===== config.mk =====
export PLATFORM = sky130hd
export DESIGN_NAME = dai_top
export DESIGN_NICKNAME = d
export VERILOG_FILES = /design/src/hw/dai_pkg.sv /design/src/hw/dai_top.sv
export SDC_FILE = /design/constraint.sdc
export NUM_CORES = 1
export LEC_CHECK = 0
export ABC_AREA = 1
export BUFFER_PORTS_ARGS = -buffer_cell sky130_fd_sc_hd__buf_2
export CORE_AREA = 2 2 178 180
export CTS_CLUSTER_SIZE = 16
export DETAILED_ROUTE_END_ITERATION = 8
export DIE_AREA = 0 0 180 182
export GPL_TIMING_DRIVEN = 0
export MAX_ROUTING_LAYER = met4
export PLACE_DENSITY = 0.72
export SETUP_SLACK_MARGIN = 0.15
export SLEW_MARGIN = 25
export SYNTH_ARGS = -nofsm -noshare
export SYNTH_HDL_FRONTEND = slang
export SYNTH_SLANG_ARGS = --single-unit

===== constraint.sdc =====
create_clock -name CLK_IN -period 9.6 [get_ports CLK_IN]
set_clock_uncertainty 0.15 [all_clocks]
set_input_delay 0 -clock CLK_IN [delete_from_list [all_inputs] [get_ports CLK_IN]]
set_output_delay 0 -clock CLK_IN [all_outputs]
set_load 0.005 [all_outputs]

===== src/hw/dai_pkg.sv =====
// Purpose: Shared constants and types for the digital audio I/O and clock sync block
// Assumes: 100 MHz core clock, 24-bit audio words

package dai_pkg;

  // ****************************************************************
  // Clock and timing
  // ****************************************************************
  localparam longint CLK_HZ          = 64'd100000000;
  localparam int     WCK_TIMEOUT_NS  = 40000;
  localparam int     CLK_PERIOD_NS   = 10;
  localparam int     WCK_TIMEOUT_CYC = WCK_TIMEOUT_NS / CLK_PERIOD_NS;
  localparam int     WCK_MIN_NS      = 4000;
  localparam int     WCK_MIN_CYC     = (WCK_MIN_NS + CLK_PERIOD_NS - 1) / CLK_PERIOD_NS;
  localparam int     CNT_W           = 13;
  localparam int     CS_BLOCK_LEN    = 192;
  localparam int     CS_HDR_LEN      = 40;

  // ****************************************************************
  // Rates
  // ****************************************************************
  typedef enum logic [2:0] {RATE_32, RATE_44, RATE_48, RATE_88, RATE_96, RATE_176, RATE_192} dai_rate_t;
  typedef enum logic [1:0] {SYNC_MASTER, SYNC_SLAVE, SYNC_FALLBACK} dai_sync_t;

  localparam logic [31:0] INC_32  = 32'((64'd32000  << 32) / CLK_HZ);
  localparam logic [31:0] INC_44  = 32'((64'd44100  << 32) / CLK_HZ);
  localparam logic [31:0] INC_48  = 32'((64'd48000  << 32) / CLK_HZ);
  localparam logic [31:0] INC_88  = 32'((64'd88200  << 32) / CLK_HZ);
  localparam logic [31:0] INC_96  = 32'((64'd96000  << 32) / CLK_HZ);
  localparam logic [31:0] INC_176 = 32'((64'd176400 << 32) / CLK_HZ);
  localparam logic [31:0] INC_192 = 32'((64'd192000 << 32) / CLK_HZ);

  // Period thresholds in cycles, midway between adjacent rates
  localparam logic [CNT_W-1:0] MID_32_44   = CNT_W'((CLK_HZ / 32000 + CLK_HZ / 44100) / 2);
  localparam logic [CNT_W-1:0] MID_44_48   = CNT_W'((CLK_HZ / 44100 + CLK_HZ / 48000) / 2);
  localparam logic [CNT_W-1:0] MID_48_88   = CNT_W'((CLK_HZ / 48000 + CLK_HZ / 88200) / 2);
  localparam logic [CNT_W-1:0] MID_88_96   = CNT_W'((CLK_HZ / 88200 + CLK_HZ / 96000) / 2);
  localparam logic [CNT_W-1:0] MID_96_176  = CNT_W'((CLK_HZ / 96000 + CLK_HZ / 176400) / 2);
  localparam logic [CNT_W-1:0] MID_176_192 = CNT_W'((CLK_HZ / 176400 + CLK_HZ / 192000) / 2);
  localparam logic [CNT_W-1:0] WCK_TO_CNT  = CNT_W'(WCK_TIMEOUT_CYC);
  localparam logic [CNT_W-1:0] WCK_MIN_CNT = CNT_W'(WCK_MIN_CYC);

  // ****************************************************************
  // Register map
  // ****************************************************************
  localparam logic [3:0] REG_CTRL   = 4'h0;
  localparam logic [3:0] REG_STATUS = 4'h4;
  localparam logic [3:0] REG_PERIOD = 4'h8;
  localparam int CTRL_AUTO      = 0;
  localparam int CTRL_PREF_WORD = 1;
  localparam int CTRL_B_RX_SER  = 2;
  localparam int CTRL_B_TX_SER  = 3;
  localparam int CTRL_NONAUDIO  = 5;
  localparam int CTRL_PRO       = 6;
  localparam int CTRL_EMPH      = 7;
  localparam int CTRL_SINGLE    = 8;
  localparam int CTRL_RATE_LSB  = 9;
  localparam logic [11:0] CTRL_RESET = 12'h0_400;

  // ****************************************************************
  // Carriers
  // ****************************************************************
  typedef struct packed {
    logic        valid;
    logic [2:0]  slot;
    logic [23:0] data;
  } dai_slot_t;

  typedef struct packed {
    logic        valid;
    logic [3:0]  chan;
    logic        phase;
    logic [23:0] data;
  } dai_chan_t;

  typedef struct packed {
    logic        valid;
    logic        sub;
    logic [23:0] data;
    logic        cs;
    logic        blk;
    logic        vbit;
    logic        user;
  } dai_sub_t;

endpackage


===== src/hw/dai_top.sv =====
// Purpose: Channel mapping, serial audio header build and word clock sync
// Assumes: Optical and serial receivers deliver decoded words on this clock
// Notes:   Word clock pin is asynchronous and is sampled by the core clock
`timescale 1ns/1ps

module dai_top (
  input  wire logic               CLK_IN,
  input  wire logic               RSTN_IN,
  input  wire logic               CE_IN,
  input  wire logic [3:0]         REG_ADDR_IN,
  input  wire logic [31:0]        REG_WDATA_IN,
  input  wire logic               REG_WR_IN,
  input  wire logic               REG_RD_IN,
  output logic      [31:0]        REG_RDATA_OUT,
  input  wire dai_pkg::dai_slot_t OPT_A_RX_IN,
  input  wire dai_pkg::dai_slot_t OPT_B_RX_IN,
  input  wire dai_pkg::dai_sub_t  COAX_RX_IN,
  input  wire dai_pkg::dai_sub_t  OPT_B_SER_RX_IN,
  output dai_pkg::dai_chan_t      RX_A_OUT,
  output dai_pkg::dai_chan_t      RX_B_OUT,
  output dai_pkg::dai_chan_t      SER_RX_OUT,
  input  wire dai_pkg::dai_chan_t TX_IN,
  input  wire dai_pkg::dai_chan_t SER_TX_IN,
  output dai_pkg::dai_slot_t      OPT_A_TX_OUT,
  output dai_pkg::dai_slot_t      OPT_B_TX_OUT,
  output dai_pkg::dai_sub_t       COAX_TX_OUT,
  output dai_pkg::dai_sub_t       OPT_B_SER_TX_OUT,
  input  wire logic               WCK_IN,
  output logic                    WCK_OUT,
  output logic                    WCLK_LOCK_OUT,
  output logic                    REF_WORD_OUT
);

  // ****************************************************************
  // Reset release
  // ****************************************************************
  logic rst_s1_q;
  logic rst_n;

  always_ff @(posedge CLK_IN or negedge RSTN_IN) begin
    if (!RSTN_IN) begin
      rst_s1_q <= 1'b0;
      rst_n    <= 1'b0;
    end else if (CE_IN) begin
      rst_s1_q <= 1'b1;
      rst_n    <= rst_s1_q;
    end
  end

  // ****************************************************************
  // Register port
  // ****************************************************************
  logic [11:0]        ctrl_q;
  logic [11:0]        ctrl_d;
  logic [31:0]        rdata_d;
  logic [31:0]        status_w;
  logic               auto_sync;
  logic               pref_word;
  logic               b_rx_ser;
  logic               b_tx_ser;
  logic               nonaudio;
  logic               pro_fmt;
  logic               emph;
  logic               single_out;
  logic [2:0]         rate_raw;
  dai_pkg::dai_rate_t master_rate;

  assign ctrl_d      = REG_WR_IN && REG_ADDR_IN == dai_pkg::REG_CTRL ? REG_WDATA_IN[11:0] : ctrl_q;
  assign auto_sync   = ctrl_q[dai_pkg::CTRL_AUTO];
  assign pref_word   = ctrl_q[dai_pkg::CTRL_PREF_WORD];
  assign b_rx_ser    = ctrl_q[dai_pkg::CTRL_B_RX_SER];
  assign b_tx_ser    = ctrl_q[dai_pkg::CTRL_B_TX_SER];
  assign nonaudio    = ctrl_q[dai_pkg::CTRL_NONAUDIO];
  assign pro_fmt     = ctrl_q[dai_pkg::CTRL_PRO];
  assign emph        = ctrl_q[dai_pkg::CTRL_EMPH];
  assign single_out  = ctrl_q[dai_pkg::CTRL_SINGLE];
  assign rate_raw    = ctrl_q[dai_pkg::CTRL_RATE_LSB +: 3];
  // Code 7 has no rate; fall back to 48 kHz rather than stall the clock
  assign master_rate = rate_raw == 3'h7 ? dai_pkg::RATE_48 : dai_pkg::dai_rate_t'(rate_raw);

  always_ff @(posedge CLK_IN or negedge rst_n) begin
    if (!rst_n) begin
      ctrl_q        <= dai_pkg::CTRL_RESET;
      REG_RDATA_OUT <= 32'h0000_0000;
    end else if (CE_IN) begin
      ctrl_q        <= ctrl_d;
      REG_RDATA_OUT <= rdata_d;
    end
  end

  // ****************************************************************
  // Word clock input measurement
  // ****************************************************************
  logic                     wck_s1_q;
  logic                     wck_s2_q;
  logic                     wck_s3_q;
  logic                     wck_rise;
  logic [dai_pkg::CNT_W-1:0] cnt_q;
  logic [dai_pkg::CNT_W-1:0] cnt_d;
  logic [dai_pkg::CNT_W-1:0] period_q;
  logic [dai_pkg::CNT_W-1:0] period_d;
  logic                     timeout;
  logic                     in_range;
  logic                     wvalid_q;
  logic                     wvalid_d;
  logic                     wlock_q;
  logic                     wlock_d;
  dai_pkg::dai_rate_t       meas_rate;
  dai_pkg::dai_rate_t       meas_q;
  dai_pkg::dai_rate_t       meas_d;

  assign wck_rise = wck_s2_q && !wck_s3_q;
  assign timeout  = cnt_q >= dai_pkg::WCK_TO_CNT;
  assign in_range = cnt_q >= dai_pkg::WCK_MIN_CNT && !timeout;
  assign cnt_d    = wck_rise ? '0 : (timeout ? cnt_q : cnt_q + 1'b1);
  assign period_d = wck_rise ? cnt_q : period_q;

  // Any standard period is classified, so no speed setting is needed
  assign meas_rate = cnt_q > dai_pkg::MID_32_44   ? dai_pkg::RATE_32  :
                     cnt_q > dai_pkg::MID_44_48   ? dai_pkg::RATE_44  :
                     cnt_q > dai_pkg::MID_48_88   ? dai_pkg::RATE_48  :
                     cnt_q > dai_pkg::MID_88_96   ? dai_pkg::RATE_88  :
                     cnt_q > dai_pkg::MID_96_176  ? dai_pkg::RATE_96  :
                     cnt_q > dai_pkg::MID_176_192 ? dai_pkg::RATE_176 : dai_pkg::RATE_192;

  assign wvalid_d = timeout ? 1'b0 : (wck_rise ? in_range : wvalid_q);
  assign meas_d   = wck_rise && in_range ? meas_rate : meas_q;
  // Two matching periods in a row before lock, so one glitch cannot lock
  assign wlock_d  = timeout ? 1'b0 : (wck_rise ? in_range && wvalid_q && meas_rate == meas_q : wlock_q);

  always_ff @(posedge CLK_IN or negedge rst_n) begin
    if (!rst_n) begin
      wck_s1_q <= 1'b0;
      wck_s2_q <= 1'b0;
      wck_s3_q <= 1'b0;
      cnt_q    <= '0;
      period_q <= '0;
      wvalid_q <= 1'b0;
      wlock_q  <= 1'b0;
      meas_q   <= dai_pkg::RATE_48;
    end else if (CE_IN) begin
      wck_s1_q <= WCK_IN;
      wck_s2_q <= wck_s1_q;
      wck_s3_q <= wck_s2_q;
      cnt_q    <= cnt_d;
      period_q <= period_d;
      wvalid_q <= wvalid_d;
      wlock_q  <= wlock_d;
      meas_q   <= meas_d;
    end
  end

  // ****************************************************************
  // Reference selection
  // ****************************************************************
  dai_pkg::dai_sync_t sync_q;
  dai_pkg::dai_sync_t sync_d;
  dai_pkg::dai_rate_t fb_rate_q;
  dai_pkg::dai_rate_t fb_rate_d;
  dai_pkg::dai_rate_t cur_rate;
  logic               use_word;

  assign use_word = pref_word && auto_sync && wlock_q;

  always_comb begin
    sync_d    = sync_q;
    fb_rate_d = fb_rate_q;
    unique case (sync_q)
      dai_pkg::SYNC_MASTER: begin
        if (use_word) begin
          sync_d = dai_pkg::SYNC_SLAVE;
        end
      end
      dai_pkg::SYNC_SLAVE: begin
        if (!pref_word || !auto_sync) begin
          sync_d = dai_pkg::SYNC_MASTER;
        end else if (!wlock_q) begin
          // Hold the last classified rate as the nearest standard rate
          sync_d    = dai_pkg::SYNC_FALLBACK;
          fb_rate_d = meas_q;
        end
      end
      dai_pkg::SYNC_FALLBACK: begin
        if (use_word) begin
          sync_d = dai_pkg::SYNC_SLAVE;
        end else if (!pref_word || !auto_sync) begin
          sync_d = dai_pkg::SYNC_MASTER;
        end
      end
      default: begin
        sync_d = dai_pkg::SYNC_MASTER;
      end
    endcase
  end

  assign cur_rate = sync_q == dai_pkg::SYNC_SLAVE    ? meas_q :
                    sync_q == dai_pkg::SYNC_FALLBACK ? fb_rate_q : master_rate;

  always_ff @(posedge CLK_IN or negedge rst_n) begin
    if (!rst_n) begin
      sync_q    <= dai_pkg::SYNC_MASTER;
      fb_rate_q <= dai_pkg::RATE_48;
    end else if (CE_IN) begin
      sync_q    <= sync_d;
      fb_rate_q <= fb_rate_d;
    end
  end

  // ****************************************************************
  // Word clock output
  // ****************************************************************
  logic [31:0] acc_q;
  logic [31:0] acc_d;
  logic [31:0] inc;
  logic        base;
  logic        base_q;
  logic        base_rise;
  logic [1:0]  div_q;
  logic [1:0]  div_d;
  logic        wck_d;
  logic        slave;

  assign slave = sync_q == dai_pkg::SYNC_SLAVE;

  always_comb begin
    unique case (cur_rate)
      dai_pkg::RATE_32:  inc = dai_pkg::INC_32;
      dai_pkg::RATE_44:  inc = dai_pkg::INC_44;
      dai_pkg::RATE_48:  inc = dai_pkg::INC_48;
      dai_pkg::RATE_88:  inc = dai_pkg::INC_88;
      dai_pkg::RATE_96:  inc = dai_pkg::INC_96;
      dai_pkg::RATE_176: inc = dai_pkg::INC_176;
      dai_pkg::RATE_192: inc = dai_pkg::INC_192;
      default:           inc = dai_pkg::INC_48;
    endcase
  end

  // Slave follows the synced input so edges line up; lag to WCK_OUT is three core cycles
  assign acc_d     = acc_q + inc;
  assign base      = slave ? wck_s2_q : acc_q[31];
  assign base_rise = base && !base_q;
  // Dividers step on rising base edges only, keeping the same phase
  assign div_d     = base_rise ? div_q + 2'b01 : div_q;

  always_comb begin
    wck_d = base;
    if (single_out) begin
      unique case (cur_rate)
        dai_pkg::RATE_88, dai_pkg::RATE_96:   wck_d = div_q[0];
        dai_pkg::RATE_176, dai_pkg::RATE_192: wck_d = div_q[1];
        default:                              wck_d = base;
      endcase
    end
  end

  always_ff @(posedge CLK_IN or negedge rst_n) begin
    if (!rst_n) begin
      acc_q         <= 32'h0000_0000;
      base_q        <= 1'b0;
      div_q         <= 2'b00;
      WCK_OUT       <= 1'b0;
      WCLK_LOCK_OUT <= 1'b0;
      REF_WORD_OUT  <= 1'b0;
    end else if (CE_IN) begin
      acc_q         <= acc_d;
      base_q        <= base;
      div_q         <= div_d;
      WCK_OUT       <= wck_d;
      WCLK_LOCK_OUT <= wlock_d;
      // Drop with the lock flag so the slave flag never outlives the lock
      REF_WORD_OUT  <= sync_d == dai_pkg::SYNC_SLAVE && wlock_d;
    end
  end

  assign status_w = {22'h00_0000, meas_q, cur_rate, sync_q == dai_pkg::SYNC_FALLBACK, slave, wvalid_q, wlock_q};
  assign rdata_d  = !REG_RD_IN                       ? 32'h0000_0000 :
                    REG_ADDR_IN == dai_pkg::REG_CTRL   ? {20'h0_0000, ctrl_q} :
                    REG_ADDR_IN == dai_pkg::REG_STATUS ? status_w :
                    REG_ADDR_IN == dai_pkg::REG_PERIOD ? {19'h0_0000, period_q} : 32'h0000_0000;

  // ****************************************************************
  // Optical channel mapping
  // ****************************************************************
  logic               dbl;
  dai_pkg::dai_chan_t rx_a_d;
  dai_pkg::dai_chan_t rx_b_d;
  dai_pkg::dai_slot_t tx_a_d;
  dai_pkg::dai_slot_t tx_b_d;
  logic               tx_to_a;
  logic               tx_to_b;

  // Double speed spreads each channel over two slots of the frame
  assign dbl = cur_rate >= dai_pkg::RATE_88;

  assign rx_a_d.valid = OPT_A_RX_IN.valid;
  assign rx_a_d.chan  = dbl ? {2'b00, OPT_A_RX_IN.slot[2:1]} : {1'b0, OPT_A_RX_IN.slot};
  assign rx_a_d.phase = dbl ? OPT_A_RX_IN.slot[0] : 1'b0;
  assign rx_a_d.data  = OPT_A_RX_IN.data;

  assign rx_b_d.valid = OPT_B_RX_IN.valid && !b_rx_ser;
  assign rx_b_d.chan  = dbl ? {2'b01, OPT_B_RX_IN.slot[2:1]} : {1'b1, OPT_B_RX_IN.slot};
  assign rx_b_d.phase = dbl ? OPT_B_RX_IN.slot[0] : 1'b0;
  assign rx_b_d.data  = OPT_B_RX_IN.data;

  // Channels 8 and up have no slot at double speed and are dropped
  assign tx_to_a      = TX_IN.valid && (dbl ? TX_IN.chan[3:2] == 2'b00 : !TX_IN.chan[3]);
  assign tx_to_b      = TX_IN.valid && (dbl ? TX_IN.chan[3:2] == 2'b01 : TX_IN.chan[3]) && !b_tx_ser;
  assign tx_a_d.valid = tx_to_a;
  assign tx_a_d.slot  = dbl ? {TX_IN.chan[1:0], TX_IN.phase} : TX_IN.chan[2:0];
  assign tx_a_d.data  = TX_IN.data;
  assign tx_b_d.valid = tx_to_b;
  assign tx_b_d.slot  = dbl ? {TX_IN.chan[1:0], TX_IN.phase} : TX_IN.chan[2:0];
  assign tx_b_d.data  = TX_IN.data;

  always_ff @(posedge CLK_IN or negedge rst_n) begin
    if (!rst_n) begin
      RX_A_OUT     <= '0;
      RX_B_OUT     <= '0;
      OPT_A_TX_OUT <= '0;
      OPT_B_TX_OUT <= '0;
    end else if (CE_IN) begin
      RX_A_OUT     <= rx_a_d;
      RX_B_OUT     <= rx_b_d;
      OPT_A_TX_OUT <= tx_a_d;
      OPT_B_TX_OUT <= tx_b_d;
    end
  end

  // ****************************************************************
  // Serial audio receive
  // ****************************************************************
  dai_pkg::dai_sub_t  ser_src;
  dai_pkg::dai_chan_t ser_rx_d;

  assign ser_src        = b_rx_ser ? OPT_B_SER_RX_IN : COAX_RX_IN;
  // Status, copy and emphasis bits are not looked at
  assign ser_rx_d.valid = ser_src.valid;
  assign ser_rx_d.chan  = {3'b000, ser_src.sub};
  assign ser_rx_d.phase = 1'b0;
  assign ser_rx_d.data  = ser_src.data;

  always_ff @(posedge CLK_IN or negedge rst_n) begin
    if (!rst_n) begin
      SER_RX_OUT <= '0;
    end else if (CE_IN) begin
      SER_RX_OUT <= ser_rx_d;
    end
  end

  // ****************************************************************
  // Serial audio transmit and header
  // ****************************************************************
  logic [7:0]                      frm_q;
  logic [7:0]                      frm_d;
  logic [dai_pkg::CS_HDR_LEN-1:0] hdr;
  logic [3:0]                      rcode;
  logic [1:0]                      pro_fs;
  logic                            frame_end;
  dai_pkg::dai_sub_t               ser_tx_d;

  always_comb begin
    unique case (cur_rate)
      dai_pkg::RATE_32:  rcode = 4'h3;
      dai_pkg::RATE_44:  rcode = 4'h0;
      dai_pkg::RATE_48:  rcode = 4'h2;
      dai_pkg::RATE_88:  rcode = 4'h8;
      dai_pkg::RATE_96:  rcode = 4'hA;
      dai_pkg::RATE_176: rcode = 4'hC;
      dai_pkg::RATE_192: rcode = 4'hE;
      default:           rcode = 4'h2;
    endcase
  end

  assign pro_fs = cur_rate == dai_pkg::RATE_48 ? 2'b10 :
                  cur_rate == dai_pkg::RATE_44 ? 2'b01 :
                  cur_rate == dai_pkg::RATE_32 ? 2'b11 : 2'b00;

  // Header rebuilt from live settings, so emphasis changes apply mid block
  always_comb begin
    hdr    = '0;
    hdr[0] = pro_fmt;
    hdr[1] = nonaudio;
    if (pro_fmt) begin
      hdr[4:2]   = emph ? 3'b011 : 3'b001;
      hdr[7:6]   = pro_fs;
      hdr[11:8]  = 4'h8;
      hdr[38:35] = rcode;
    end else begin
      hdr[2]     = 1'b1;
      hdr[5:3]   = emph ? 3'b001 : 3'b000;
      hdr[27:24] = rcode;
    end
  end

  assign frame_end = SER_TX_IN.valid && SER_TX_IN.chan[0];
  assign frm_d     = !frame_end ? frm_q :
                     frm_q == 8'(dai_pkg::CS_BLOCK_LEN - 1) ? 8'h00 : frm_q + 8'h01;

  assign ser_tx_d.valid = SER_TX_IN.valid;
  assign ser_tx_d.sub   = SER_TX_IN.chan[0];
  assign ser_tx_d.data  = SER_TX_IN.data;
  assign ser_tx_d.cs    = frm_q < 8'(dai_pkg::CS_HDR_LEN) ? hdr[frm_q[5:0]] : 1'b0;
  assign ser_tx_d.blk   = frm_q == 8'h00 && !SER_TX_IN.chan[0];
  assign ser_tx_d.vbit  = 1'b0;
  assign ser_tx_d.user  = 1'b0;

  always_ff @(posedge CLK_IN or negedge rst_n) begin
    if (!rst_n) begin
      frm_q            <= 8'h00;
      COAX_TX_OUT      <= '0;
      OPT_B_SER_TX_OUT <= '0;
    end else if (CE_IN) begin
      frm_q            <= frm_d;
      COAX_TX_OUT      <= ser_tx_d;
      OPT_B_SER_TX_OUT <= b_tx_ser ? ser_tx_d : '0;
    end
  end

endmodule

==> results.md, run 1 <==
Status:
- The flow ran to the end, and the final reports show no timing, DRC or antenna violations.

STA:
- The period utilization is 42.5%.
- The final count of hold timing violations is 0.
- The worst pin sits at a relative slew slack of 38.9%.
- Setup violations remaining at the end of the flow were counted as 0.
- Setup repair after global routing left no endpoint under its margin.
- Counting I/O delays and the setup requirement, the final critical path takes 4.08 ns.
- The upper clock frequency limit is 245 MHz.
- The number of pins with negative max-slew slack in the final report is 0.
- At the pin with the least slew margin, the transition time is 0.917 ns.
- The worst setup margin is 5.52 ns.

Logic synthesis:
- Summed over its instances, the top area cell type makes up 50.3% of the synthesized netlist area.
- In this run, synthesis inferred 0 flip-flops with an integrated enable.
- For this run, asynchronously set or reset flops after synthesis account for 100%.
- The most common flop cell mapped by yosys is sky130_fd_sc_hd__dfrtp_1.
- A synthesized cell averages 8.12 um2.
- The cell count after synthesis came out at 1705.
- For this run, the number of Yosys warnings is 0.
- Ranked by total cell area, the synthesized netlist is headed by sky130_fd_sc_hd__dfrtp_1 (50%), sky130_fd_sc_hd__nand2_1 (16%), sky130_fd_sc_hd__o21ai_0 (6.5%), sky130_fd_sc_hd__nor2_1 (3.1%), sky130_fd_sc_hd__buf_4 (3.1%).
- After synthesis, flip-flops and latches occupy 50.8% of the total area.
- The mapped netlist covers 0.0138 mm2.
- The number of different library cells used by synthesis comes to 52.
- The number of synthesized register bits is 281.
- sky130_fd_sc_hd__dfrtp_1 takes more of the synthesized area than any other cell.

Placement:
- The placement-stage worst setup slack is 5.53 ns.
- The weighted congestion reported at the end of routability-driven placement is 0.926.
- The count of buffers from port buffering is 398.
- The detailed placement HPWL is 32300 um.
- The cell count after placement is 2538.
- Summing all placed instances gives a cell area of 0.0166 mm2.

Cells and area:
- The count of non-filler cells in the finished layout is 2796.
- Relative to the synthesized area, the layout overhead comes to 41.5%.
- The fraction of layout cells with a size suffix above 1 is 24.3%.
- The number of fill cells is 2569.
- The number of nets in the layout is 2612.
- Summing all non-filler instances in the final layout gives an area of 0.0196 mm2.

Worst setup path:
- At the worst endpoint, the required time is 9.90 ns.
- The critical path's top delay family is simple AND/OR/NAND/NOR gates.
- The critical path goes through inv_2 > nand2_2 > nand2_2 > nor2_2 > nor2_4 > buf_6 > nor2_1 > nand2_1 > nand3_1 > ha_1 > inv_1 > fa_1 > inv_1 > nand2_1 > a21oi_1 > a21oi_1 > o21ai_0 > nand3_1 > nand3_2 > nand2_2 > nand2_2 > nand3_1 > nand2_1 > nand2_1.
- The combined buffer and inverter count along the critical path is 4.
- The maximum fanout count along the critical path is 10.
- The sort of element at the start of the critical path is a register.
- Among all stages on the critical path, the largest delay is contributed by sky130_fd_sc_hd__dfrtp_1.
- The largest single stage delay on the critical path is 0.45 ns.
- The kind of critical path is register to register.
- STA classifies the critical path endpoint as a register.
- The data arrival time of the worst path is 4.38 ns.

Floorplan:
- The height of the chip is 182 um.
- The total area inside the core boundary comes to 0.0310 mm2.
- The die is 180 um wide.
- Once the floorplan was initialized, standard cells occupied 44.7% of the core.
- The floorplan step defined a die boundary enclosing 0.0328 mm2.
- The number of cell rows is 65.
- The I/O pin count is 459.

Routing:
- The detail route stage leaves a number of antenna-violating nets equal to 0.
- The DRC violations left is 0.
- The post-detailed-route via-to-cell ratio is 5.04.
- Dividing the detail-routed wire length by the instance count gives 16.5 um.
- The vias after detailed routing is 14100.
- The count of TritonRoute iterations in the first routing pass is 6.
- The routed wire length is 46300 um.
- The first routing iteration left 991 violations.

Clock tree:
- The maximum count of clock buffers along a single path is 3.
- The number of buffers created by CTS is 30.
- TritonCTS built the clock tree.
- The clock root buffer is sky130_fd_sc_hd__clkbuf_16.
- The level count of the clock H-tree is 1.
- Clock-pin slew was measured on the worst setup and hold paths at 0.06 ns.
- Clock latency on the worst-skew pair, taken at its later pin, is 0.57 ns.
- The sink count of the clock tree is 281.

Global route:
- Entering global routing, the biggest net connects 52 pins.
- The via count of the first global-routing pass is 14100.
- The initial antenna violation count is 2.
- The global-route total usage across every layer is 28.4%.
- The total overflow left after global routing is 0.
- The wire length of the first global-routing pass is 73700 um.

Power and ir drop:
- VDD sags by at most 0.159 mV.
- The static leakage is 10.2 nW.
- The total power after layout is 3.95 mW.
- In this run the power density over the cells is 202 mW/mm2.

Run:
- Max-cap violations in this run came to 0.

Hold path:
- The min-delay analysis places its worst path in the category primary input to register.
sequential cells by signal, indices dropped and copies added (netlist names), 2 cells and up:
signal / flops
fb_rate_q: 3
OPT_B_SER_TX_OUT: 28
RX_A_OUT: 29
COAX_TX_OUT: 28
RX_B_OUT: 30
REG_RDATA_OUT: 13
cnt_q: 13
sync_q: 2
frm_q: 8
SER_RX_OUT: 26
div_q: 2
OPT_B_TX_OUT: 28
period_q: 13
ctrl_q: 12
meas_q: 3
acc_q: 32
where the power goes:
part           switching (mW)  leakage (nW)  total (mW)  internal (mW)
clock                   0.491         0.489        1.16          0.674
combinational           0.747          6.32        1.28          0.528
sequential              0.143          3.42        1.51           1.37
layout make-up:
class	instances	area [um2]	share of cell area [%]
sequential	281	7040	35.9
multi-input combinational	1222	5810	29.6
timing repair buffer	604	4140	21.1
clock buffer	47	905	4.62
buffer	118	686	3.50
tap	402	503	2.57
inverter	111	417	2.13
clock inverter	9	91.3	0.466
antenna	2	5.00	0.0255
worst register-to-register path, delay by kind of cell, from the launching register on:
family                   cells  cell delay [ns]
AND/OR/NAND/NOR             15             1.62
flip-flops                   1             0.45
AO/OA/AOI/OAI                3             0.81
adder cells (fa/ha/maj)      2             0.56
buffers and inverters        4             0.37
kinds of logic (layout without fill, tap and decap cells):
kind of cell / after synthesis / count (layout) / share of synthesized area [%]
compound gates: 272 / 272 / 10.6
xor+xnor: 18 / 18 / 1.14
fa+ha+maj: 26 / 26 / 2.40
buf+inv: 229 / 889 / 7.96
flops: 281 / 281 / 50.8
mux: 7 / 7 / 0.569
other cells: 1 / 30 / 0.0271
simple gates: 871 / 871 / 26.5
layer usage:
layer  GRT usage (%)  vias up  wire length (um)
li1                -     6741                 -
met1            34.3     6686             18700
met2            48.6      532             23200
met3            3.69      135              2700
met4            10.6        0              1730
met5               -        -                 0
per-stage QoR:
step	utilization (%)	TNS, ns	hold slack (ns)
global route	63.2	0	0.0254
CTS	63.2	0	0.000209
global placement	53.1	-646.19	-0.365
finish	63.2	0	0.0288
floorplan	-	0	-0.446
detailed placement	53.5	0	-0.361
cell usage after synthesis (2+ instances only):
master,number
sky130_fd_sc_hd__o211ai_1,4
sky130_fd_sc_hd__a21oi_1,52
sky130_fd_sc_hd__o31ai_1,3
sky130_fd_sc_hd__or2_2,5
sky130_fd_sc_hd__mux2_2,7
sky130_fd_sc_hd__clkinv_1,3
sky130_fd_sc_hd__nand3b_1,5
sky130_fd_sc_hd__a31oi_1,6
sky130_fd_sc_hd__buf_4,57
sky130_fd_sc_hd__a32o_1,7
sky130_fd_sc_hd__xor2_1,12
sky130_fd_sc_hd__nand3_2,3
sky130_fd_sc_hd__clkbuf_1,53
sky130_fd_sc_hd__inv_2,6
sky130_fd_sc_hd__inv_1,102
sky130_fd_sc_hd__o21ai_0,179
sky130_fd_sc_hd__and2_1,2
sky130_fd_sc_hd__nor2_2,6
sky130_fd_sc_hd__nand4_1,14
sky130_fd_sc_hd__nand2_1,606
sky130_fd_sc_hd__nor3_1,19
sky130_fd_sc_hd__xnor2_1,6
sky130_fd_sc_hd__nor2_1,115
sky130_fd_sc_hd__nor2_4,3
sky130_fd_sc_hd__buf_2,5
sky130_fd_sc_hd__nand3_1,55
sky130_fd_sc_hd__nand2_2,20
sky130_fd_sc_hd__o21ai_1,4
sky130_fd_sc_hd__nand2_4,6
sky130_fd_sc_hd__buf_6,3
sky130_fd_sc_hd__dfrtp_1,278
sky130_fd_sc_hd__o21bai_1,4
sky130_fd_sc_hd__nor4_1,6
sky130_fd_sc_hd__dfstp_2,3
sky130_fd_sc_hd__a211oi_1,3
sky130_fd_sc_hd__ha_1,25
sky130_fd_sc_hd__a21o_1,3
timing repair:
action	in CTS	in global routing
hold buffers	200	0
endpoints found under the setup margin	0	0
buffers inserted	0	0
hold endpoints to repair	219	0
gates resized for setup	0	0
final timing paths:
kind                       startpoint          endpoint  slack, ns  cells after the start
setup / recovery            sync_q[1]         acc_q[30]       5.52                     24
hold / removal              TX_IN[10]  OPT_B_TX_OUT[10]       0.03                      4
setup reg to reg            sync_q[1]         acc_q[30]       5.52                     24
hold reg to reg                 rst_n         acc_q[26]       0.16                      0
max in group asynchronous       rst_n   COAX_TX_OUT[18]       8.02                      3
min in group asynchronous     RSTN_IN          rst_s1_q       0.15                      3
layout by cell type, fill, tap and decap left out, types with 4 or more instances in the layout:
master,instances
sky130_fd_sc_hd__ha_1,25
sky130_fd_sc_hd__inv_2,6
sky130_fd_sc_hd__nor2_1,115
sky130_fd_sc_hd__dfrtp_1,277
sky130_fd_sc_hd__nand3b_1,5
sky130_fd_sc_hd__a31oi_1,6
sky130_fd_sc_hd__nand2_2,20
sky130_fd_sc_hd__buf_2,403
sky130_fd_sc_hd__nand3_1,55
sky130_fd_sc_hd__xor2_1,12
sky130_fd_sc_hd__inv_1,102
sky130_fd_sc_hd__clkinv_2,4
sky130_fd_sc_hd__or2_2,5
sky130_fd_sc_hd__o21ai_0,179
sky130_fd_sc_hd__buf_4,57
sky130_fd_sc_hd__nor4_1,6
sky130_fd_sc_hd__nor2_2,6
sky130_fd_sc_hd__dlygate4sd3_1,200
sky130_fd_sc_hd__a32o_1,7
sky130_fd_sc_hd__xnor2_1,6
sky130_fd_sc_hd__clkbuf_8,9
sky130_fd_sc_hd__nand2_4,6
sky130_fd_sc_hd__clkbuf_16,30
sky130_fd_sc_hd__mux2_2,7
sky130_fd_sc_hd__nand2_1,606
sky130_fd_sc_hd__o211ai_1,4
sky130_fd_sc_hd__conb_1,28
sky130_fd_sc_hd__nor3_1,19
sky130_fd_sc_hd__a21oi_1,52
sky130_fd_sc_hd__o21bai_1,4
sky130_fd_sc_hd__clkbuf_1,61
sky130_fd_sc_hd__o21ai_1,4
sky130_fd_sc_hd__nand4_1,14
Power figures use the tool's default switching activity.
==> run 2: changes to the inputs <==
ABC_AREA = 0   (was 1)
clock period = 3.9 ns   (was 9.6 ns; I/O delays follow)
==> run 2 against run 1 <==
Net effect:
- the run now ends with negative setup slack left
- worst setup slack got worse by 5.7 ns
- sequential share of layout area decreased by 1.1 points
- sequential power increased by 140%
- highest routed layer unchanged
==> results.md, run 2 <==
Clock tree:
- The clock edge transition at the registers on the reported setup and hold paths is 0.06 ns.
- The clock root buffer is sky130_fd_sc_hd__clkbuf_16.
- In this run the number of H-tree levels came out at 1.
- The clock passes through at most 3 buffers.
- The number of buffers created by CTS is 31.
- The clock reaches the later pin of the worst-skew pair after 0.57 ns.
- The CTS tree is done.
- Counting every sink on the clock net gives 281.

Cells and area:
- Excluding fillers, the count of instances in the completed layout stands at 2423.
- Compared with the post-synthesis result, the final layout area differs by 46.5%.
- The number of fill cells is 2341.
- The flip-flop and latch area is 0.00704 mm2.
- The register bank with the most flops is acc_q.
- The library cells used most frequently in the layout, excluding fill and tap cells, are sky130_fd_sc_hd__buf_2 (402), sky130_fd_sc_hd__dfrtp_1 (274), sky130_fd_sc_hd__dlygate4sd3_1 (190).
- The post-route netlist has 38.3% of its cells at a drive strength greater than 1.
- The largest registers in the layout are acc_q (32), RX_B_OUT (30), RX_A_OUT (29).
- The number of nets in the layout is 2242.
- The number of flip-flops in the largest register is 32.
- Summing all multi-input logic gate instances after layout gives 0.00634 mm2.
- The antenna diode instance count is 0.
- The most common library cell in the layout ignoring fill and taps is sky130_fd_sc_hd__buf_2.

Worst setup path:
- Counting cells, the worst reg-to-reg path comes to 17.
- The worst setup path is captured at a register.
- Among all stages on the critical path, the largest delay is contributed by sky130_fd_sc_hd__dfstp_2.
- The maximum single-stage delay on the critical path is 0.59 ns.
- The cell type with the highest occurrence count on the critical path is sky130_fd_sc_hd__nand2_1.
- The kind of cell with the highest combined delay along the critical path is simple AND/OR/NAND/NOR gates.
- The kind of critical path is register to register.
- The data arrival time of the worst path is 4.39 ns.
- Across all register-to-register paths, the minimum setup slack is -0.15 ns.
- Together, buffers and inverters on the worst path number 2.
- The worst setup path is launched from a register.
- The startpoint identified for the worst register-to-register timing path is ctrl_q[10].
- The critical path goes through a21boi_4 > a211oi_4 > buf_4 > or2_2 > clkbuf_4 > nand2_1 > nor2_2 > nor2_1 > ha_1 > nand2_1 > nor2_1 > nand2_1 > a211o_1 > a2bb2oi_4 > nor3_2 > or4_1 > nand4_1.
- The end of the worst register-to-register path is acc_q[22].
- In this run the worst path has a maximum fanout of 7.
- The data required time at the worst endpoint is 4.24 ns.

Floorplan:
- The floorplan step defined a die boundary enclosing 0.0328 mm2.
- The initial utilization of the core area, before any placement, comes to 44.5%.
- The area of the placeable core is 0.0310 mm2.
- The horizontal extent of the die is 180 um.
- In this run the core area contains 65 standard-cell rows.
- The I/O pin count is 459.
- The height of the chip is 182 um.

Routing:
- The first routing iteration left 815 violations.
- The routed wire length is 49800 um.
- Dividing the detail-routed wire length by the instance count gives 20.5 um.
- The first TritonRoute pass finished after 5 iterations.
- The antenna violation net count after detailed routing is 0.
- The DRC violations left is 0.
- The vias after detailed routing is 13000.
- Dividing the detail-routed via count by the number of cells gives 5.35.

STA:
- For the pin with the worst max-slew slack, the measured transition is 0.949 ns.
- The final count of hold timing violations was 0.
- Setup repair after global routing could not meet its margin everywhere.
- The number of setup violations in the final report is 8.
- The period utilization is 104%.
- The number of pins with negative max-slew slack in the final report is 0.
- The upper clock frequency limit is 247 MHz.
- Headroom to the max-slew limit came out at 36.7%.
- Across all setup checks in the final design, the least slack found is -0.145 ns.
- The tightest hold path in the finished design has a slack of 0.0490 ns.
- The post-route minimum period is 4.05 ns.

Logic synthesis:
- The share of async-settable or async-resettable flops after synthesis is 100%.
- The yosys synthesis warning count is 0.
- After synthesis the cells add up to 0.0138 mm2.
- The number of synthesized register bits is 281.
- The share of synthesized area in the top cell type comes to 50.4%.
- After synthesis, the cell types taking the most area are sky130_fd_sc_hd__dfrtp_1 (50%), sky130_fd_sc_hd__mux2_2 (11%), sky130_fd_sc_hd__o21ai_0 (3.3%), sky130_fd_sc_hd__buf_4 (3.0%), sky130_fd_sc_hd__nand2_1 (3.0%).
- Yosys mapped a number of flops with a built-in enable equal to 0.
- The most used flip-flop cell after synthesis is sky130_fd_sc_hd__dfrtp_1.
- The most used standard cell by instance count after synthesis is sky130_fd_sc_hd__dfrtp_1.
- By count the netlist is led by sky130_fd_sc_hd__dfrtp_1 (278), sky130_fd_sc_hd__mux2_2 (132), sky130_fd_sc_hd__nand2_1 (109).
- The part of the Yosys area used for sequential elements is 51.0%.
- The cell count after synthesis came out at 1305.
- The average cell area after synthesis is 10.6 um2.
- Synthesis instantiated 81 different standard cells from the library.
- The most area-hungry cell type in the Yosys netlist is sky130_fd_sc_hd__dfrtp_1.

Power and ir drop:
- Overall power consumption after layout is estimated at 10.4 mW.
- Dividing total power by cell area gives a power density of 513 mW/mm2.
- The peak supply drop is 0.316 mV.
- The static leakage is 9.33 nW.

Global route:
- The initial antenna violation count came to 0.
- The wire length of the first global-routing pass is 75100 um.
- In the global route stage, overall resource usage came out at 30.2%.
- The final global-route overflow total is 0.
- The maximum number of pins on one net before global-route repair is 51.
- The via count of the first global-routing pass is 13500.

Status:
- The flow ran to the end, but the final reports show violations.
- The checks that failed: negative setup slack.

Hold path:
- The tightest min-delay check is of the primary input to register type.
- The worst hold path was traced through 3 stages.
- The end of the worst hold path is ctrl_q[4].
- In this run the most critical hold path is launched from REG_WDATA_IN[4].

Placement:
- OpenSTA, run right after detailed placement, puts the worst setup slack at -0.647 ns.
- At the end of routability-driven placement, the weighted congestion stood at 0.933.
- Detailed placement finished with a half-perimeter wire length of 33700 um.
- In this run, placement finished with an instance count of 2139.
- Input and output buffers added on the ports amount to 398.

Run:
- The tool flagged a number of max-cap violations equal to 0.
## run 2: cell types whose count changed after synthesis, sizes merged, moves of 9 or more
cell,change
and3,+11
nand3,-19
nor2,-35
inv,-45
mux2i,+40
buf,+9
o2bb2ai,+10
xnor2,+29
a21oi,+23
mux2,+125
nand2,-524
o21ai,-92
## run 2: power breakdown
group	total, mW	switching [mW]	internal, mW
registers	3.69	0.322	3.36
clock network	2.91	1.21	1.70
logic	3.78	1.93	1.85
total	10.4	3.46	6.91
## run 2: through the flow
step | util [%] | TNS, ns | area, um2
finish | 65.2 | -0.694 | 20200
global route | 65.2 | -3.10 | 20200
CTS | 64.4 | -0.402 | 19900
detailed placement | 53.6 | -8.10 | 16600
global placement | 53.1 | -25.35 | 16500
floorplan | - | 0 | 14000
## run 2: layout make-up
cell class | count | share of cell area (%)
clock inverter | 12 | 0.576
timing repair buffer | 633 | 21.4
buffer | 129 | 3.73
multi-input combinational | 858 | 31.4
clock buffer | 44 | 4.38
sequential | 281 | 34.8
inverter | 64 | 1.21
tap | 402 | 2.49
## run 2: per-layer routing
metal | global-route usage, % | vias to the layer above | part of all wire (%)
met3 | 5.68 | 162 | 6.6
met2 | 51.1 | 608 | 50
met5 | - | - | 0
met1 | 34.0 | 6338 | 37
met4 | 16.4 | 0 | 6.1
li1 | - | 5857 | -
## run 2: repair_timing
item	CTS	global route
setup buffers	25	13
hold buffers	190	0
endpoints found under the hold margin	208	0
pin swaps	42	32
setup endpoints to repair	23	22
resized for setup	59	36
cloned	0	0
## run 2: cells by family after synthesis
family          synth area share [%]
fa+ha+maj                       2.49
mux                             13.7
other cells                   0.0272
simple gates                    10.5
compound gates                  12.3
buf+inv                         6.90
xor+xnor                        3.10
flops                           51.0
## run 2: how the worst max path moves through the flow
stage                from  slack (ns)  cells past startpoint   endpoint
3_3_place_gp    sync_q[1]       -0.56                     15  acc_q[23]
6_report       ctrl_q[10]       -0.15                     17  acc_q[22]
4_1_cts        ctrl_q[10]        -0.1                     19  acc_q[22]
5_1_grt        ctrl_q[10]       -0.33                     17  acc_q[22]
3_5_place_dp    sync_q[1]       -0.65                     15  acc_q[23]
2_1_floorplan  ctrl_q[10]        0.14                     19  acc_q[22]
## run 2: worst reg2reg max path, cell delays in order, from the launching register on
cell,delay [ns]
sky130_fd_sc_hd__dfstp_2,0.59
sky130_fd_sc_hd__a21boi_4,0.09
sky130_fd_sc_hd__a211oi_4,0.28
sky130_fd_sc_hd__buf_4,0.17
sky130_fd_sc_hd__or2_2,0.10
sky130_fd_sc_hd__clkbuf_4,0.20
sky130_fd_sc_hd__nand2_1,0.14
sky130_fd_sc_hd__nor2_2,0.17
sky130_fd_sc_hd__nor2_1,0.08
sky130_fd_sc_hd__ha_1,0.37
sky130_fd_sc_hd__nand2_1,0.10
sky130_fd_sc_hd__nor2_1,0.19
sky130_fd_sc_hd__nand2_1,0.16
sky130_fd_sc_hd__a211o_1,0.39
sky130_fd_sc_hd__a2bb2oi_4,0.23
sky130_fd_sc_hd__nor3_2,0.06
sky130_fd_sc_hd__or4_1,0.40
sky130_fd_sc_hd__nand4_1,0.08
==> run 3: changes to the inputs <==
ABC_AREA = 1   (was 0)
==> run 3 against run 2 <==
Net effect:
- the flow now finishes without violations
- power decreased by 3.5%
- global-route usage decreased by 1.7 points
- count of clock-buffer cells in the layout decreased by 1
- critical path type unchanged
==> results.md, run 3 (synthesis results as in run 1) <==
Global route:
- Global routing consumed, on the met1 layer, 34.1% of the routing resources.
- The via count of the first global-routing pass is 14200.
- The layer with the highest usage after global routing is met2.
- The final global-route overflow total is 0.
- Across every metal layer, demand over resource in global routing totals 28.5%.
- The initial antenna violation count came to 4.
- For this run, global-route usage on met2 was measured as 48.6%.
- Entering global routing, the biggest net connects 50 pins.
- The wire length of the first global-routing pass is 73900 um.
- Global routing consumed, on the met3 layer, 4.39% of the routing resources.

Power and ir drop:
- Summed over all nets, the switching power comes to 3.45 mW.
- Summed over all cells, the static leakage comes to 10.3 nW.
- Power spread over the standard cell area amounts to 508 mW/mm2.
- The internal power is 6.56 mW.
- The part of the power in registers is 37.0%.
- Of the total power, the share spent switching nets is 34.5%.
- The peak supply drop is 0.396 mV.
- The share of total power dissipated in the clock network is 30.8%.
- Combinational logic burns 32.2% of the power.

Worst setup path:
- For the worst setup path, the data required time is 4.19 ns.
- In this run the worst path has a maximum fanout of 9.
- The worst setup path is of the register to register kind.
- The data arrival time of the worst path is 3.87 ns.
- STA classifies the critical path endpoint as a register.
- The worst setup path is launched from a register.

Clock tree:
- The clock edge transition at the registers on the reported setup and hold paths is 0.06 ns.
- In this run the number of H-tree levels came out at 1.
- The CTS tree is done.
- The maximum count of clock buffers along a single path is 3.
- The clock root buffer is sky130_fd_sc_hd__clkbuf_16.
- The clock reaches the later pin of the worst-skew pair after 0.57 ns.
- The clock drives 281 sinks.
- Buffers inserted during clock tree synthesis total 31.

STA:
- In this run the tightest slew margin relative to its limit is 35.2%.
- Setup repair after global routing could not meet its margin everywhere.
- Setup violations remaining at the end of the flow were counted as 0.
- Counting I/O delays and the setup requirement, the final critical path takes 3.59 ns.
- The tightest hold path in the finished design has a slack of 0.0194 ns.
- The final count of hold timing violations came to 0.
- Setup slack on the critical path of the routed design comes to 0.313 ns.
- For this run, the top clock speed supported by timing is 279 MHz.
- The period utilization is 92.0%.
- The number of pins with negative max-slew slack in the final report is 0.
- The pin slew with the least headroom to its limit is 0.971 ns.
- In the final timing run, aggregate negative setup slack is 0 ns.

Floorplan:
- The I/O pin count is 459.
- The number of cell rows is 65.
- The initial utilization of the core area, before any placement, comes to 44.7%.
- From bottom edge to top edge, the die measures 182 um.
- The die area is 0.0328 mm2.
- Measured along the x axis, the die boundary spans 180 um.
- The core region is 0.0310 mm2.

Cells and area:
- The number of flip-flops in the largest register is 32.
- Summing all multi-input logic gate instances after layout gives 0.00587 mm2.
- The register bank with the most flops is acc_q.
- The fraction of layout cells with a size suffix above 1 is 25.1%.
- The count of cells in the finished layout, fillers not included, comes to 2798.
- Leaving out fill and tap cells, the most frequent cells in the layout are sky130_fd_sc_hd__nand2_1 (604), sky130_fd_sc_hd__buf_2 (403), sky130_fd_sc_hd__dfrtp_1 (276).
- The largest registers in the layout are acc_q (32), RX_B_OUT (30), RX_A_OUT (29).
- Cells fill 63.6% of the core in the end.
- The most common library cell in the layout ignoring fill and taps is sky130_fd_sc_hd__nand2_1.
- Relative to the synthesized area, the layout overhead comes to 42.4%.
- The number of nets in the layout is 2612.
- The flip-flop and latch area is 0.00704 mm2.
- The number of fill cells is 2522.

Run:
- The number of max-cap violations is 0.

Routing:
- After detailed routing, the number of vias per cell comes to 5.03.
- The routed wire length is 46100 um.
- In the routed design, unresolved DRC markers number 0.
- In this run, the number of DRC markers left after iteration 0 of detailed routing was 987.
- Across all layers, the routed design uses 14100 vias.
- The first TritonRoute pass finished after 5 iterations.
- Once detail routing completed, the nets flagged for antenna violations numbered 0.
- The wire length per cell after detailed routing is 16.5 um.

Placement:
- In this run, placement finished with an instance count of 2538.
- The count of buffers from port buffering is 398.
- Before CTS, the worst setup slack after placement is -0.160 ns.
- The congestion estimate from routability-driven global placement came to 0.904.
- The detailed placement HPWL is 31800 um.

Hold path:
- In this run the worst hold path is classified as primary input to register.

Status:
- The flow ran to the end, and the final reports show no timing, DRC or antenna violations.
## run 3: cell count changes in the layout (fill, tap and decap cells not counted), sizes merged, moves of 11 or more
cell	change
nand2	+524
mux2	-125
o21ai	+92
inv	+46
buf	-44
mux2i	-40
nor2	+35
xnor2	-29
a21oi	-23
nand3	+19
and3	-11
## run 3: worst paths after layout
kind / startpoint / end / slack, ns / depth (start not counted)
max: sync_q[0] / acc_q[26] / 0.31 / 24
min: WCK_IN / wck_s1_q / 0.02 / 4
max reg2reg: sync_q[0] / acc_q[26] / 0.31 / 24
min reg2reg: rst_n / COAX_TX_OUT[28] / 0.13 / 0
max in group asynchronous: rst_n / RX_A_OUT[18] / 2.54 / 2
min in group asynchronous: rst_n / COAX_TX_OUT[28] / 0.13 / 0
## run 3: through the flow
| stage | cell area [um2] | total power, mW |
|---|---|---|
| global placement | 16400 | 6.53 |
| CTS | 19600 | 9.94 |
| global route | 19700 | 10.6 |
| detailed placement | 16600 | 6.63 |
| finish | 19700 | 10.0 |
| floorplan | 13900 | 5.68 |
## run 3: layer usage
| metal | wire (um) | vias up |
|---|---|---|
| met1 | 18800 | 6644 |
| met3 | 2860 | 143 |
| met4 | 1660 | 0 |
| met5 | 0 | - |
| met2 | 22800 | 554 |
| li1 | - | 6743 |
## run 3: power by group through the flow
stage / Sequential [mW] / Clock (mW) / Combinational, mW
2_1_floorplan: 3.73 / 0 / 1.94
3_3_place_gp: 3.80 / 0 / 2.73
3_5_place_dp: 3.74 / 0 / 2.89
4_1_cts: 3.70 / 3.12 / 3.13
5_1_grt: 3.76 / 3.26 / 3.62
6_report: 3.71 / 3.08 / 3.22
## run 3: repair_timing
action / CTS / global route
setup buffers: 1 / 2
pin swaps: 2 / 3
gates resized for setup: 8 / 11
hold endpoints to repair: 220 / 0
hold buffers: 196 / 0
setup endpoints to repair: 10 / 20
## run 3: area by class of cell
cell class,instances,area share (%)
multi-input cells,1222,29.8
clock buffers,43,4.37
diodes,4,0.0508
well taps,402,2.55
flip-flops and latches,281,35.7
inverters,111,2.11
repair buffers,603,20.9
clock inverters,14,1.07
plain buffers,118,3.48
## run 3: worst max-delay path: stages, from the launching register on
cell                      delay (ns)
sky130_fd_sc_hd__dfrtp_1        0.42
sky130_fd_sc_hd__inv_2          0.09
sky130_fd_sc_hd__nand2_2        0.10
sky130_fd_sc_hd__nand2_2        0.10
sky130_fd_sc_hd__nor2_2         0.13
sky130_fd_sc_hd__nor2_4         0.07
sky130_fd_sc_hd__buf_6          0.14
sky130_fd_sc_hd__nor2_2         0.13
sky130_fd_sc_hd__nand2_2        0.09
sky130_fd_sc_hd__nand3_2        0.10
sky130_fd_sc_hd__ha_2           0.21
sky130_fd_sc_hd__inv_1          0.06
sky130_fd_sc_hd__fa_1           0.35
sky130_fd_sc_hd__inv_1          0.08
sky130_fd_sc_hd__nand2_1        0.10
sky130_fd_sc_hd__a21oi_2        0.20
sky130_fd_sc_hd__a21oi_2        0.11
sky130_fd_sc_hd__o21ai_2        0.22
sky130_fd_sc_hd__nand3_1        0.13
sky130_fd_sc_hd__nand3_2        0.11
sky130_fd_sc_hd__nand2_2        0.08
sky130_fd_sc_hd__nand2_2        0.10
sky130_fd_sc_hd__nand3_1        0.07
sky130_fd_sc_hd__nand2_1        0.06
sky130_fd_sc_hd__nand2_1        0.05
